[config.mk]
export PLATFORM = sky130hd
export DESIGN_NAME = device_activity_trap_monitor
export DESIGN_NICKNAME = d
export VERILOG_FILES = /design/src/common/trap_mon_pkg.sv /design/src/common/irq_sync_if.sv /design/src/verilog/device_activity_trap_monitor.sv /design/src/verilog/irq_line_sync.sv
export VERILOG_INCLUDE_DIRS = /design/src /design/src/common
export SDC_FILE = /design/constraint.sdc
export NUM_CORES = 1
export LEC_CHECK = 0
export BUFFER_PORTS_ARGS = -buffer_cell sky130_fd_sc_hd__buf_4
export CAP_MARGIN = 20
export CORE_ASPECT_RATIO = 0.75
export CORE_MARGIN = 2
export CORE_UTILIZATION = 55
export CTS_CLUSTER_DIAMETER = 200
export DETAILED_ROUTE_END_ITERATION = 7
export GPL_TIMING_DRIVEN = 0
export PLACE_DENSITY = 0.9
export RECOVER_POWER = 50
export SYNTH_ARGS = -nofsm -noshare
export SYNTH_HDL_FRONTEND = slang
export SYNTH_SLANG_ARGS = --single-unit
[constraint.sdc]
create_clock -name clk -period 2.95 [get_ports clk]
set_input_delay 0 -clock clk [delete_from_list [all_inputs] [get_ports clk]]
set_output_delay 0 -clock clk [all_outputs]
set_load 0.005 [all_outputs]
[src/common/trap_mon_map.svh]
`ifndef TRAP_MON_MAP_SVH
`define TRAP_MON_MAP_SVH

// register offsets inside the power management i/o window
`define OFS_MON_TRAP 8'h40
`define OFS_DEV_ACT  8'h44
`define OFS_DEV_TRAP 8'h48
`define OFS_ADDR_CAP 8'h4C
`define OFS_CYC_CAP  8'h4E

// reset value shared by every register
`define RST_REG16 16'h0000
`define RST_REG8  8'h00

// field positions of the monitor register
`define MON_STS_LSB 12
`define MON_STS_MSB 15
`define MON_EN_LSB  8
`define MON_EN_MSB  11

// implemented bits of the activity and trap registers, and the ide drive range bits
`define ACT_VALID_MASK  16'h3FEF
`define TRAP_VALID_MASK 16'h3C2F
`define IDE_RANGE_MASK  16'h000F

// irq pair activity bits sit at 9:6
`define ACT_IRQ_LSB 6
`define ACT_IRQ_MSB 9

// synchroniser depth for pin inputs
`define SYNC_STAGES 3

`endif

[src/common/trap_mon_pkg.sv]
package trap_mon_pkg;
    typedef logic [15:0] word_t;    // one register word
    typedef logic [7:0]  offset_t;  // register offset
    typedef logic [3:0]  nibble_t;  // byte enables, cycle type, monitor group
endpackage

[src/common/irq_sync_if.sv]
`timescale 1ns/10ps
interface irq_sync_if;
    logic [7:0] lineActive;  // synchronised, active high irq line levels
    modport producer (output lineActive);
    modport consumer (input lineActive);
endinterface

[src/verilog/device_activity_trap_monitor.sv]
// Function
// - monitor status 15:12 set by trapped monitor access
// - monitor enables 11:8 allow monitor interrupt
// - status bits clear on write one only
// - io range access sets its activity bit
// - irq pair activity sets bits 9 to 6
// - trap enable plus status raises interrupt
// - trapped ranges are not forwarded onward
// - address capture latched on interrupt rise
// - byte enables and type latched on rise
// - summary is OR of enabled status bits
// - interrupt only while global enable set
`timescale 1ns/10ps
`include "trap_mon_map.svh"
module device_activity_trap_monitor
    import trap_mon_pkg::*;
(
    input  wire logic        clk,
    input  wire logic        rstn,
    input  wire offset_t     regOffset,
    input  wire logic        regWrite,
    input  wire logic        regRead,
    input  wire word_t       regWdata,
    output word_t            regRdata,
    input  wire logic        ioCycValid,
    input  wire word_t       ioAddr,
    input  wire nibble_t     ioByteEn,
    input  wire nibble_t     ioCycType,
    input  wire nibble_t     monitorHit,
    input  wire word_t       rangeHit,
    input  wire logic [7:0]  pciIrqN,
    input  wire logic        globalMgmtIrqEnable,
    output logic             systemMgmtInterrupt,
    output logic             monitorSummaryStatus,
    output logic             lpcForwardBlock,
    output logic             ideForwardBlock
);

    irq_sync_if irqIf ();  // synchronised irq line levels

    // pin synchroniser for the pci interrupt lines
    irq_line_sync #(.LINES(8)) u_irq_sync
    (
        .clk     (clk),
        .rstn    (rstn),
        .pciIrqN (pciIrqN),
        .sync    (irqIf.producer)
    );

    nibble_t    monSts_q, monSts_d;    // monitor 4..7 trap status
    nibble_t    monEn_q, monEn_d;      // monitor 4..7 trap enables
    word_t      actSts_q, actSts_d;    // device activity status
    word_t      trapEn_q, trapEn_d;    // device trap enables
    word_t      lastAddr_q, lastAddr_d; // running copy of the latest io cycle
    nibble_t    lastBe_q, lastBe_d;
    nibble_t    lastType_q, lastType_d;
    word_t      addrCap_q, addrCap_d;  // address capture register
    logic [7:0] cycCap_q, cycCap_d;    // cycle capture register
    logic       smi_q, smi_d;          // interrupt output, active high
    logic       summary_q, summary_d;  // monitor summary status
    logic       lpcBlk_q, lpcBlk_d;    // forward block toward lpc
    logic       ideBlk_q, ideBlk_d;    // forward block toward ide
    word_t      rdata_q, rdata_d;      // registered read data
    logic       wrMon, wrAct, wrTrap;  // register write strobes
    nibble_t    monSet;                // monitor status set terms
    word_t      actSet;                // activity set terms
    word_t      trapHit;               // current cycle hits a trapped range
    logic [3:0] irqPair;               // paired irq activity

    // next-state logic for all register and output state
    always_comb
    begin
        wrMon  = regWrite && (regOffset == `OFS_MON_TRAP);
        wrAct  = regWrite && (regOffset == `OFS_DEV_ACT);
        wrTrap = regWrite && (regOffset == `OFS_DEV_TRAP);

        // monitor status only records accesses that actually trap
        monSet = ioCycValid ? (monitorHit & monEn_q) : 4'h0;
        monEn_d = wrMon ? regWdata[`MON_EN_MSB:`MON_EN_LSB] : monEn_q;
        // clear first, then or in the set so a same-cycle event survives
        monSts_d = (monSts_q & ~(wrMon ? regWdata[`MON_STS_MSB:`MON_STS_LSB] : 4'h0)) | monSet;

        // pair a..d with e..h
        irqPair = irqIf.lineActive[3:0] | irqIf.lineActive[7:4];
        // hit decode is done outside; ranges arrive one bit per activity position
        actSet = ioCycValid ? rangeHit : 16'h0000;
        actSet[`ACT_IRQ_MSB:`ACT_IRQ_LSB] = irqPair;
        actSts_d = ((actSts_q & ~(wrAct ? regWdata : 16'h0000)) | actSet) & `ACT_VALID_MASK;

        // reserved trap enable bits never store a one
        trapEn_d = wrTrap ? (regWdata & `TRAP_VALID_MASK) : trapEn_q;

        // forwarding block follows the trapped cycle by one clock
        trapHit  = ioCycValid ? (rangeHit & trapEn_q) : 16'h0000;
        lpcBlk_d = |(trapHit & ~`IDE_RANGE_MASK);
        ideBlk_d = |(trapHit & `IDE_RANGE_MASK);

        // summary ignores the global enable; only the pin is gated
        summary_d = (|(monSts_q & monEn_q)) | (|(actSts_q & trapEn_q));
        smi_d     = globalMgmtIrqEnable && summary_d;

        // track the most recent io cycle, whatever bus it ran on
        lastAddr_d = lastAddr_q;
        lastBe_d   = lastBe_q;
        lastType_d = lastType_q;
        if (ioCycValid)
        begin
            lastAddr_d = ioAddr;
            lastBe_d   = ioByteEn;
            lastType_d = ioCycType;
        end

        // freeze the tracked cycle on the interrupt's rising edge
        addrCap_d = addrCap_q;
        cycCap_d  = cycCap_q;
        if (smi_d && !smi_q)
        begin
            addrCap_d = lastAddr_q;
            cycCap_d  = {lastBe_q, lastType_q};
        end

        // read mux; unmapped offsets and reserved bits return zero
        rdata_d = rdata_q;
        if (regRead)
        begin
            case (regOffset)
                `OFS_MON_TRAP: rdata_d = {monSts_q, monEn_q, 8'h00};
                `OFS_DEV_ACT:  rdata_d = actSts_q;
                `OFS_DEV_TRAP: rdata_d = trapEn_q;
                `OFS_ADDR_CAP: rdata_d = addrCap_q;
                `OFS_CYC_CAP:  rdata_d = {8'h00, cycCap_q};
                default:       rdata_d = 16'h0000;
            endcase
        end
    end

    // register every piece of state
    always_ff @(posedge clk or negedge rstn)
    begin
        if (!rstn)
        begin
            monSts_q   <= 4'h0;
            monEn_q    <= 4'h0;
            actSts_q   <= `RST_REG16;
            trapEn_q   <= `RST_REG16;
            lastAddr_q <= `RST_REG16;
            lastBe_q   <= 4'h0;
            lastType_q <= 4'h0;
            addrCap_q  <= `RST_REG16;
            cycCap_q   <= `RST_REG8;
            smi_q      <= 1'b0;
            summary_q  <= 1'b0;
            lpcBlk_q   <= 1'b0;
            ideBlk_q   <= 1'b0;
            rdata_q    <= `RST_REG16;
        end
        else
        begin
            monSts_q   <= monSts_d;
            monEn_q    <= monEn_d;
            actSts_q   <= actSts_d;
            trapEn_q   <= trapEn_d;
            lastAddr_q <= lastAddr_d;
            lastBe_q   <= lastBe_d;
            lastType_q <= lastType_d;
            addrCap_q  <= addrCap_d;
            cycCap_q   <= cycCap_d;
            smi_q      <= smi_d;
            summary_q  <= summary_d;
            lpcBlk_q   <= lpcBlk_d;
            ideBlk_q   <= ideBlk_d;
            rdata_q    <= rdata_d;
        end
    end

    assign regRdata             = rdata_q;
    assign systemMgmtInterrupt  = smi_q;
    assign monitorSummaryStatus = summary_q;
    assign lpcForwardBlock      = lpcBlk_q;
    assign ideForwardBlock      = ideBlk_q;
endmodule

[src/verilog/irq_line_sync.sv]
`timescale 1ns/10ps
`include "trap_mon_map.svh"
module irq_line_sync
    import trap_mon_pkg::*;
#(
    parameter int LINES = 8
)
(
    input  wire logic             clk,
    input  wire logic             rstn,
    input  wire logic [LINES-1:0] pciIrqN,
    irq_sync_if.producer          sync
);

    // one synchroniser per irq line
    for (genvar i = 0; i < LINES; i++)
    begin : g_line
        logic [`SYNC_STAGES-1:0] stage_q;  // stage 0 is the metastable catcher
        logic [`SYNC_STAGES-1:0] stage_d;
        logic                    level_q;  // accepted level, active high
        logic                    level_d;

        // shift in the inverted pin; accept a change only when stages 1 and 2 agree
        always_comb
        begin
            stage_d = {stage_q[`SYNC_STAGES-2:0], ~pciIrqN[i]};
            level_d = level_q;
            if (stage_q[1] == stage_q[2])
            begin
                level_d = stage_q[1];
            end
        end

        // register the chain
        always_ff @(posedge clk or negedge rstn)
        begin
            if (!rstn)
            begin
                stage_q <= '0;
                level_q <= 1'b0;
            end
            else
            begin
                stage_q <= stage_d;
                level_q <= level_d;
            end
        end

        assign sync.lineActive[i] = level_q;

    end
endmodule
---- After elaboration in Yosys (flattened, before gate mapping) ----
Index checks and enable logic that the tools add are counted.
word-level totals
  flip-flop bits (word level) ............. 130
  output and inout port bits .............. 20
  word-level logic and storage cells ...... 79
operators by class
  equality and inequality tests ........... 13
  multiplexer cells ....................... 6
  bitwise operators ....................... 20
  reduce and logical (&&, ||, !) cells .... 10
operator list
  cell                                                              number
  16-bit case mux with 5 select lines                               1
  8-bit by 7-bit == test with 1-bit output (second input constant)  5
  14-bit AND                                                        2
  14-bit 2-to-1 mux                                                 2
  16-bit by 14-bit AND with 16-bit output                           1
  16-bit 2-to-1 mux                                                 1
  16-bit OR reduction                                               1
  14-bit NOT                                                        1
  14-bit bitwise OR                                                 1
  4-bit AND                                                         3
  12-bit OR reduction                                               1
  1-bit == test                                                     8
  4-bit 2-to-1 mux                                                  2
  1-bit NOT                                                         8
  4-bit bitwise OR                                                  2
  4-bit OR reduction                                                2
  1-bit logical AND                                                 5
  4-bit NOT                                                         1
  1-bit logical NOT                                                 1
  1-bit bitwise OR                                                  1

---- Longest topological paths before layout ----
Gate-level depths: netlist of run 1.
  depth in word-level cells ............... 6
  mapped depth ............................ 6
  gate-level depth less buffers ........... 4

---- Cells and area by module ----
A second synthesis of run 1 with hierarchy kept.
unflattened totals
  cells, all modules ...................... 355
  area total of the unflattened synthesis .. 5,178.7 sq um
modules (own cells, without submodules)
  module                        times used  cells an instance  area an instance (sq um)  seq. area each (sq um)
  device_activity_trap_monitor  1           299                4,197.8                   2,452.4
  irq_line_sync                 1           56                 980.9                     800.8

---- Worst setup path after synthesis of run 1 ----
OpenSTA, ideal clock, no wires.
  kind .................................... register to register
  start ................................... register actSts_q[12]
  end ..................................... register addrCap_q[0]
  arrival ................................. 1.560 ns
  setup slack ............................. 1.265 ns
  stages on the path, launching flop included .. 6
  path buffers ............................ 1
  path through ............................ dfrtp_1 a222oi_1 and3_1 a41oi_4 buf_6 mux2_4
on the way
  longest elaborated chain between the ends .. 5
RTL lines
  element                 RTL line                             text
  from (decl)             device_activity_trap_monitor.sv:52   word_t actSts_q, actSts_d;
  from (signal assigned)  device_activity_trap_monitor.sv:144  actSts_q <= `RST_REG16;
  from (signal assigned)  device_activity_trap_monitor.sv:161  actSts_q <= actSts_d;
  14-bit AND              device_activity_trap_monitor.sv:99   summary_d = (|(monSts_q & monEn_q)) | (|(actSts_q & trapEn_q));
  16-bit OR reduction     device_activity_trap_monitor.sv:99
  1-bit bitwise OR        device_activity_trap_monitor.sv:99
  1-bit logical AND       device_activity_trap_monitor.sv:100  smi_d = globalMgmtIrqEnable && summary_d;
  1-bit logical AND       device_activity_trap_monitor.sv:116  if (smi_d && !smi_q)
  to (signal assigned)    device_activity_trap_monitor.sv:149  addrCap_q <= `RST_REG16;
  to (signal assigned)    device_activity_trap_monitor.sv:166  addrCap_q <= addrCap_d;
  to (decl)               device_activity_trap_monitor.sv:57   word_t addrCap_q, addrCap_d;
Every way passes these cells.
A chain may end at the register's enable or synchronous reset.

==> results.md, run 1 <==
* Pin count of the biggest net entering global routing at 94
* Post-synthesis mux area share at 18.29%
* H-tree lvl count at 4
* Vias in the first global route at 4189
* DRT antenna net count at 0
* Status: finished with violations
* Post-synthesis sequential area ratio at 62.01%
* # Post-CTS Setup Buffers at 0
* Delay-heaviest family, CP: buffers and inverters
* Largest family of logic cells by synthesized area: multiplexers
* Crit-path max cell delay at 1.56 ns
* Min Tclk post-route at 2.045 ns
* Cell area after synthesis at 5246 µm²
* Critical path launch point type: input port
* Unrepaired setup endpoints after global routing: no
* CP Max Fanout at 93
* Total GRT Usage at 30.36%
* Final #Nets at 619
* Critical Setup Path Class: input port to async pin
* # rows at 30
* Initial antenna violation count at 0
* Layout cells sized above 1 at 37.09%
* Ys Warns at 0
* Post-Route WL at 14.47 mm
* Synthesized instance count at 360
* CTS resizes at 0
* Final hold violation count at 0
* Compound-Gate Fraction of Synth Area at 8.848%
* Max-slew violations at 38
* Worst-Skew Late Latency at around 0.43 ns
* Clk sinks at 130
* Final period utilization at 69.31%
* Port Buf Inserts at 89
* Drc violations at 0
* Lkg Pwr at 3.347 nW
* CTS buffer count at 17
* Iter 0 DRT Violations at around 450
* Die Ht at 88.58 µm
* Register clock-pin slew on the reported worst setup and hold paths at 0.06 ns
* Grt ovf at 0
* Die Wd at 116.8 µm
* Most frequent cells after synthesis: dfrtp_1 (130), mux2_2 (47), nand3_1 (26)
* Worst Clk Skew at between 0.01 and 0.015 ns
* Worst EP arrival at ~2.6 ns
* Power per cell area at about 720 nW/µm²
* Ys flop type: dfrtp_1
* Sum Neg Setup Slack at 0 ns
* # setup viols final at 0
* Critical path, cell by cell: dlygate4sd3_1, clkbuf_1, buf_16
* Share of the synthesized area in the top cell type at approximately 62%
* Hold Buf Count CTS at just under 70
* Cell taking the most area after synthesis: dfrtp_1
* Simple-gate share of the synthesized area at 6.201%
* Post-Synth Adder-Cell Area at around 1.5%
* Starting Density at 57.28%
* Syn Area/Cell at about 15 µm²
* Fmax at 489.1 MHz
* Synth Area in XOR/XNOR at 0%
* Top cells by area, synth: dfrtp_1 (62%), mux2_2 (10%), mux2_4 (5.7%), a22o_1 (2.5%), nand3_1 (2.5%)
* Post-DP HPWL at approximately 8.5 mm
* GP Congestion at 0.8953
* Failing checks: capacitance limit, slew limit
* Die area at between 10000 and 15000 µm²
* Worst Setup End Kind: async pin
* WL/cell at 21.34 µm
* CTS root buf: clkbuf_16
* Netlist cell types at 37
* Worst min path class: input port to register
* CTS tree: done
* Number of flops mapped to enable cells by yosys at 0
* Slew HR at -46.59%
* Area Overhead vs Synth at 41.33%
* Io pins at 102
* Post-Place Setup Slack at around 1.1 ns
* Max VDD drop at a little over 0.0005 V
* DRT Pass-1 Iters at 5
* #FFs+latches synth at 130
* Via count at 3955
* Async set-or-reset flop fraction in the synthesized netlist at 100.0%
* Levels on crit path at 3
* CORE AREA at around 9200 µm²
* Required time of the critical path at roughly 3.5 ns
* Slowest cell on crit path: clkbuf_1
* Hold depth at 4
* Top-count cell post-synth: dfrtp_1
* Setup ws final at 0.9054 ns
* First-pass GRT wire length at 22.53 mm
* Max clock buf depth at 2
* DR vias/cell at roughly 6
* Max_cap viols at 1
* Least-Margin Pin Slew at ~2.2 ns
* Syn nets at approximately 440
* N_diodes at 0
* R2R depth at 5
* Buffers & Inverters on Critical Path at 3
power by group:
group | internal [W] | switching [W] | leakage (nW)
Clock | 0.00146 | 0.000798 | 0.301
Combinational | 0.000521 | 0.000298 | 1.49
Sequential | 0.00205 | 0.000190 | 1.56
Total | 0.00403 | 0.00129 | 3.35
kinds of logic (layout without fill, tap and decap cells):
kind of cell             after synthesis  in the layout
buffers and inverters                 36            226
multiplexers                          75             75
adder cells (fa/ha/maj)                8              8
flip-flops                           130            130
AND/OR/NAND/NOR                       55             55
AO/OA/AOI/OAI                         56             56
per-layer routing:
| layer | wire, µm | GRT usage [%] | vias up |
|---|---|---|---|
| met5 | 0 | 0 | - |
| met4 | 383 | 9.412 | 0 |
| met3 | 1249 | 10.00 | 43 |
| met2 | 7102 | 51.23 | 233 |
| met1 | 5735 | 37.76 | 2001 |
| li1 | - | - | 1678 |
registers in the layout, summed over array words and instances, names as in the netlist:
signal,flops
monitorSummaryStatus,1
trapEn_q,9
u_irq_sync.g_line.stage_q,24
cycCap_q,8
u_irq_sync.g_line.level_q,8
ideForwardBlock,1
addrCap_q,16
lastAddr_q,16
lastBe_q,4
lastType_q,4
actSts_q,13
monSts_q,4
regRdata,16
lpcForwardBlock,1
systemMgmtInterrupt,1
monEn_q,4
tightest hold or removal path, stage by stage:
cell and delay (ns):
buf_4 0.12, nor2b_1 0.09, nand3_1 0.09, a211o_1 0.11
through the flow:
stage                     total power, W  cell area, µm²  util [%]  hold slack (ns)  instances
after detailed placement        0.002957            6106     66.67         -0.07416        578
after floorplan                 0.002672            5246         -          -0.2956        360
after global routing            0.005485            7415     80.96          0.04864        678
after CTS                       0.005285            7422     81.04          0.03042        678
after global placement          0.002909            6075     66.33           0.1439        577
final                           0.005313            7415     80.96          0.03447        678
layout by cell type (no fill, tap or decap), drive strengths merged, types with 3 or more instances in the layout:
cell and n:
nand2 5, a22o 15, a211o 4, mux2 67, and4b 3, inv 18
mux2i 4, dlygate4sd3 68, dfrtp 130, clkinv 4, buf 89, nand3 26
clkbuf 39, and2 3, bufinv 4, o21ai 10, maj3 8, a22oi 8
a32o 4, a221o 4, clkinvlp 4, nor2b 3, and3 5, nor2 4
mux4 4, o2bb2ai 4
final timing paths:
kind | to | slack (ns) | start
max | u_irq_sync.g_line[2].stage_q[2]$_DFF_PN0_ | 0.91 | rstn
min | actSts_q[8]$_DFF_PN0_ | 0.03 | regOffset[3]
max reg2reg | addrCap_q[12]$_DFFE_PN0P_ | 1.04 | monEn_q[3]$_DFFE_PN0N_
min reg2reg | u_irq_sync.g_line[0].stage_q[1]$_DFF_PN0_ | 0.35 | u_irq_sync.g_line[0].stage_q[0]$_DFF_PN0_
max in group clk | addrCap_q[12]$_DFFE_PN0P_ | 1.04 | monEn_q[3]$_DFFE_PN0N_
min in group asynchronous | lastType_q[1]$_DFFE_PN0P_ | 0.77 | rstn
final cells by class:
class / instances / area [µm²]
Buffer: 19 / 100.1
Clock buffer: 19 / 452.9
Clock inverter: 13 / 182.7
Fill cell: 498 / 1744
Inverter: 17 / 63.81
Multi-Input combinational cell: 194 / 1829
Sequential cell: 130 / 3253
Tap cell: 128 / 160.2
Timing Repair Buffer: 158 / 1373
Note: power is estimated with default switching activity, not from simulation.
==> inputs of run 2 (changes only) <==
==> constraint.sdc (replaced) <==
create_clock -name clk -period 2.1 [get_ports clk]
set_input_delay 0 -clock clk [delete_from_list [all_inputs] [get_ports clk]]
set_output_delay 0 -clock clk [all_outputs]
set_load 0.005 [all_outputs]
==> run 2 against run 1 <==
The run now ends clean. Sequential share of layout area rose by 0.089 points. Sequential power rose by 41%. Via count fell by 0.81%. Worst setup slack got worse by 0.71 ns. Register-to-register slack got worse by 0.84 ns. Global-route usage did not move. Count of clock-buffer cells in the layout did not move. Sequential cell count did not move. Combinational power rose by 40%. Critical path depth rose by 2. Routed wire length fell by 0.50%. Largest cell class unchanged.
==> results.md, run 2 (synthesized netlist as in run 1, its figures left out) <==
* Max clock buf depth at 2
* GP Congestion at 0.8953
* Starting Density at 57.28%
* Via count at 3923
* Delay-heaviest family, CP: compound AO/OA/AOI/OAI gates
* Clk sinks at 130
* Final period utilization at 90.54%
* # setup viols final at 0
* Worst-Skew Late Latency at 0.42 ns
* Hold WS at 0.03991 ns
* Status: complete, no violations
* Sequential Power Share at 42.2%
* Io pins at 102
* Die Ht at 88.58 µm
* # rows at 30
* Die Wd at about 120 µm
* Slowest cell on crit path: dfrtp_1
* Grt ovf at 0
* Hold Crit Start: regOffset[3]
* Die area at 10340 µm²
* Initial antenna violation count at 0
* H-tree lvl count at 4
* Max-slew violations at 0
* Min Tclk post-route at 1.901 ns
* CTS resizes at 0
* CP Max Fanout at 10
* Critical path, cell by cell: a222oi_1, and3_1, a41oi_4, buf_6, mux2_4
* Sw frac at 24.15%
* Most common cell after layout, fill and taps aside: dfrtp_1
* Worst Setup End Kind: register
* Pin count of the biggest net entering global routing at 94
* Final Util at between 80% and 90%
* Least-Margin Pin Slew at 0.9671 ns
* Slew HR at 35.52%
* Area Overhead vs Synth at 41.04%
* Vias in the first global route at 4189
* CTS tree: done
* DRT antenna net count at 0
* CORE AREA at 9159 µm²
* Iter 0 DRT Violations at 452
* Switching power at between 0.0015 and 0.002 W
* Port Buf Inserts at 89
* Power per cell area at a little over 1000 nW/µm²
* Total chip power at ~0.0075 W
* Max reg flops at 24
* Worst EP arrival at roughly 2.2 ns
* Final hold violation count at 0
* Fmax at 526.0 MHz
* Final #Nets at just over 600
* Gate power share at 15.4%
* Layout cells sized above 1 at a little under two fifths
* CTS root buf: clkbuf_16
* Post-Route WL at 14.40 mm
* Crit-path max cell delay at 0.41 ns
* Sum Neg Setup Slack at 0 ns
* Worst min path class: input port to register
* Most frequent cells in the layout: dfrtp_1 (130), buf_4 (80), dlygate4sd3_1 (68)
* Max_cap viols at 0
* CTS buffer count at 17
* Critical Setup Path Class: register to register
* Unrepaired setup endpoints after global routing: no
* R2R Path Start: actSts_q[12]$_DFF_PN0_
* Worst Clk Skew at ~0.0098 ns
* Critical path launch point type: register
* Drc violations at 0
* Required time of the critical path at 2.40 ns
* N_diodes at 0
* Int Pwr at 0.005654 W
* Filler instances at 500
* DRT Pass-1 Iters at 5
* Lkg Pwr at 3.343 nW
* Buffers & Inverters on Critical Path at 1
* Largest Register: u_irq_sync.g_line.stage_q
* Clock Power Share at 42.4%
* WL/cell at 21.24 µm
* Register clock-pin slew on the reported worst setup and hold paths at 0.06 ns
* Total GRT Usage at 30.36%
* Worst Setup SP: actSts_q[12]$_DFF_PN0_
* Max VDD drop at 0.0007143 V
* DR vias/cell at 5.786
* First-pass GRT wire length at 22.53 mm
* Post-DP HPWL at 8.530 mm
[run 2: metal layers]
layer	global-route usage, %	vias up	part of all wire (%)
met5	0	-	0
met4	9.412	0	2.4
met3	10.00	40	8.1
met2	51.23	207	49
met1	37.76	1995	40
li1	-	1681	-
[run 2: power by group through the flow]
stage / combinational [W] / clock, W / sequential (W)
2_1_floorplan: 0.000692 / 0 / 0.00306
5_1_grt: 0.00122 / 0.00331 / 0.00317
3_3_place_gp: 0.000946 / 0 / 0.00314
3_5_place_dp: 0.000996 / 0 / 0.00316
4_1_cts: 0.00112 / 0.00317 / 0.00313
6_report: 0.00115 / 0.00316 / 0.00315
[run 2: final cells by class]
type                    count  area, µm²  share of cell area, %
clock inverters            13      182.7                  2.469
repair buffers            158       1358                  18.35
multi-input cells         194       1829                  24.72
well taps                 128      160.2                  2.164
plain buffers              19      100.1                  1.353
inverters                  17      63.81                 0.8624
flip-flops and latches    130       3253                  43.96
clock buffers              19      452.9                  6.121
[run 2: per-stage QoR]
stage	worst slack, ns	instance area [µm²]	instances
3_3_place_gp	0.2758	6075	577
2_1_floorplan	0.4149	5246	360
3_5_place_dp	0.2467	6106	578
6_report	0.1987	7400	678
5_1_grt	0.1312	7400	678
4_1_cts	0.2278	7422	678
[run 2: repair_timing]
| action | CTS | global route |
|---|---|---|
| hold buffers | 68 | 0 |
| endpoints found under the setup margin | 0 | 0 |
| hold endpoints to repair | 195 | 0 |
| buffers inserted | 0 | 0 |
[run 2: worst paths after layout]
path | end | depth (start not counted) | slack (ns)
max | addrCap_q[12]$_DFFE_PN0P_ | 5 | 0.20
min reg2reg | u_irq_sync.g_line[0].stage_q[1]$_DFF_PN0_ | 0 | 0.35
min | actSts_q[8]$_DFF_PN0_ | 4 | 0.04
max in group asynchronous | u_irq_sync.g_line[2].stage_q[2]$_DFF_PN0_ | 3 | 0.51
min in group asynchronous | lastType_q[1]$_DFFE_PN0P_ | 2 | 0.27
max reg2reg | addrCap_q[12]$_DFFE_PN0P_ | 5 | 0.20
[run 2: worst min-delay path: stages]
cell and delay (ns):
buf_4 0.12, nor2b_1 0.09, nand3_1 0.09, a211o_1 0.11
==> inputs of run 3 (changes only) <==
--- a/config.mk
+++ b/config.mk
@@ -6,6 +6,7 @@
 export SDC_FILE = /design/constraint.sdc
 export NUM_CORES = 1
 export LEC_CHECK = 0
+export ABC_AREA = 1
 export BUFFER_PORTS_ARGS = -buffer_cell sky130_fd_sc_hd__buf_4
 export CAP_MARGIN = 20
 export CORE_ASPECT_RATIO = 0.75
@@ -14,7 +15,7 @@
 export CTS_CLUSTER_DIAMETER = 200
 export DETAILED_ROUTE_END_ITERATION = 7
 export GPL_TIMING_DRIVEN = 0
-export PLACE_DENSITY = 0.9
+export PLACE_DENSITY = 0.89
 export RECOVER_POWER = 50
 export SYNTH_ARGS = -nofsm -noshare
 export SYNTH_HDL_FRONTEND = slang
==> run 3 against run 2 <==
Largest power group unchanged. Global-route usage is 1.3 points higher. Critical path type is now input port to register. Worst hold slack worse by 0.022 ns. Clock skew is 0.0020 ns higher.
==> results.md, run 3 <==
* Worst-Skew Late Latency at 0.42 ns
* Post-Route WL at 15.80 mm
* Most frequent cells after synthesis: nand2_1 (208), dfrtp_1 (130), nand3_1 (60)
* Worst Clk Skew at 0.01182 ns
* Max reg flops at 24
* Port Buf Inserts at 91
* Netlist cell types at 27
* Setup ws final at around 0.46 ns
* Max-slew violations at 0
* DR vias/cell at about 5.6
* Layout Cells excl Fill at between 800 and 900
* Via count at 4972
* # rows at 31
* Top cells by area, synth: dfrtp_1 (60%), nand2_1 (14%), nand3_1 (5.5%), mux2_2 (5.0%), nand4_1 (3.2%)
* Clk sinks at 130
* Worst Setup End Kind: register
* Area Overhead vs Synth at 41.15%
* Most frequent cells in the layout: nand2_1 (209), dfrtp_1 (130), buf_4 (77)
* Number of flops mapped to enable cells by yosys at 0
* Register clock-pin slew on the reported worst setup and hold paths at 0.06 ns
* Largest Register: u_irq_sync.g_line.stage_q
* Reg-to-reg slack, setup at 0.51 ns
* GP Congestion at 0.9066
* Max VDD drop at roughly 0.00066 V
* Ys flop type: dfrtp_1
* # setup viols final at 0
* Status: complete, no violations
* Worst EP arrival at 1.93 ns
* Slew HR at 15.33%
* Required time of the critical path at 2.40 ns
* Ys Warns at 0
* Slowest cell on crit path: dlygate4sd3_1
* R2r endpoint: addrCap_q[5]$_DFFE_PN0P_
* H-tree lvl count at 4
* Pin count of the biggest net entering global routing at slightly above 80
* Cell area after synthesis at 5449 µm²
* DRT Pass-1 Iters at 7
* Cell taking the most area after synthesis: dfrtp_1
* Unrepaired setup endpoints after global routing: no
* Iter 0 DRT Violations at 720
* Power per cell area at around 870 nW/µm²
* Area of the multi-input gates at 1916 µm²
* CTS tree: done
* #FFs+latches synth at 130
* Grt ovf at 0
* CTS buffer count at 17
* Top-count cell post-synth: nand2_1
* Layout cells sized above 1 at 23.91%
* Die Wd at ~120 µm
* Final Util at approximately 80%
* Post-Place Setup Slack at roughly 0.6 ns
* Starting Density at 56.42%
* Syn nets at ~640
* Filler instances at 523
* Final #Nets at 826
* Sum Neg Setup Slack at 0 ns
* Crit-path max cell delay at between 0.5 and 0.6 ns
* Initial antenna violation count at 0
* Crit-path most repeated cell: dlygate4sd3_1
* Syn Area/Cell at 9.783 µm²
* CTS resizes at 0
* Least-Margin Pin Slew at around 1.3 ns
* R2R depth at 7
* Post-Place Cells at roughly 780
* Critical path, cell by cell: dlygate4sd3_1, buf_4, nand2_1, dlygate4sd3_1, nand2_1, dlygate4sd3_1
* Most common cell after layout, fill and taps aside: nand2_1
* Hold depth at 4
* Io pins at 102
* Worst min path class: input port to register
* N_diodes at 0
* CP Max Fanout at 2
* Die Ht at 90.20 µm
* Fmax at between 600 and 700 MHz
* Final hold violation count at 0
* Vias in the first global route at 5136
* DRT antenna net count at 0
* Max clock buf depth at 2
* Die area at 10730 µm²
* CORE AREA at 9658 µm²
* Critical path launch point type: input port
* Lkg Pwr at around 3.8 nW
* R2R Path Start: actSts_q[1]$_DFF_PN0_
* Post-synthesis sequential area ratio at 59.70%
* Async set-or-reset flop fraction in the synthesized netlist at 100.0%
* Total GRT Usage at 31.68%
* CTS root buf: clkbuf_16
* Synthesized instance count at 557
* # Post-CTS Setup Buffers at 0
* Max_cap viols at 0
* Hold Crit Start: regWrite
* Drc violations at 0
* Min Tclk post-route at roughly 1.6 ns
* Register area at 3253 µm²
* Critical Setup Path Class: input port to register
* Final period utilization at ~80%
* Share of the synthesized area in the top cell type at 59.70%
* Post-DP HPWL at approximately 9.5 mm
* First-pass GRT wire length at 26.09 mm
* WHS Endpoint: trapEn_q[10]$_DFFE_PN0P_
* WL/cell at approximately 18 µm
## run 3: changes by cell type after synthesis, moves of 14 or more
cell     previous run  this run
o21ai_1             0        14
nand3_1            26        60
mux2_4             20         0
nand4_1             1        28
a22o_1             15         0
nand2_1             5       208
mux2_2             47        24
## run 3: timing repair
action,CTS,global route
endpoints found under the hold margin,205,0
endpoints found under the setup margin,0,0
hold buffers,76,0
## run 3: logic make-up after synthesis
family	Yosys count	share of synthesized area, %
compound gates	26	2.480
fa+ha+maj	8	1.470
buf+inv	52	4.707
flops	130	59.70
mux	24	4.960
simple gates	317	26.68
## run 3: report_power, final
group          total (W)  switching [W]  internal, W
combinational   0.000645       0.000312     0.000333
clock            0.00320        0.00115      0.00204
sequential       0.00285       0.000141      0.00271
## run 3: worst max-delay path: cells and delay by family
kind | cells | cell delay [ns]
buf+inv | 4 | 1.79
simple gates | 2 | 0.14
## run 3: metrics by stage
stage                     hold slack, ns  total power, W  area (µm²)
after floorplan                  -0.2956        0.003093        5449
after global placement            0.1430        0.003338        6297
after detailed placement        -0.03459        0.003381        6329
after CTS                       0.006520        0.006682        7729
after global routing             0.02082        0.006906        7691
final                            0.01775        0.006690        7691
## run 3: worst max path at each step
stage,startpoint,endpoint,slack (ns),cells past startpoint
2_1_floorplan,actSts_q[1]$_DFF_PN0_,addrCap_q[0]$_DFFE_PN0P_,0.87,7
3_3_place_gp,actSts_q[1]$_DFF_PN0_,addrCap_q[5]$_DFFE_PN0P_,0.63,7
3_5_place_dp,actSts_q[1]$_DFF_PN0_,addrCap_q[15]$_DFFE_PN0P_,0.60,7
4_1_cts,rangeHit[2],actSts_q[2]$_DFF_PN0_,0.54,6
5_1_grt,rangeHit[2],actSts_q[2]$_DFF_PN0_,0.40,6
6_report,rangeHit[2],actSts_q[2]$_DFF_PN0_,0.46,6
## run 3: area by class of cell
type,instances,share of cell area (%)
Sequential cell,130,42.30
Multi-Input combinational cell,375,24.91
Timing Repair Buffer,168,19.10
Clock buffer,19,5.759
Clock inverter,13,2.554
Tap cell,132,2.147
Buffer,24,1.871
Inverter,28,1.367
## run 3: metal layers
metal | global-route usage, % | up-vias | routed length [µm]
met5 | 0 | - | 0
met4 | 15.18 | 0 | 565
met1 | 41.07 | 2396 | 6296
met2 | 50.72 | 311 | 7671
met3 | 7.360 | 53 | 1270
li1 | - | 2212 | -
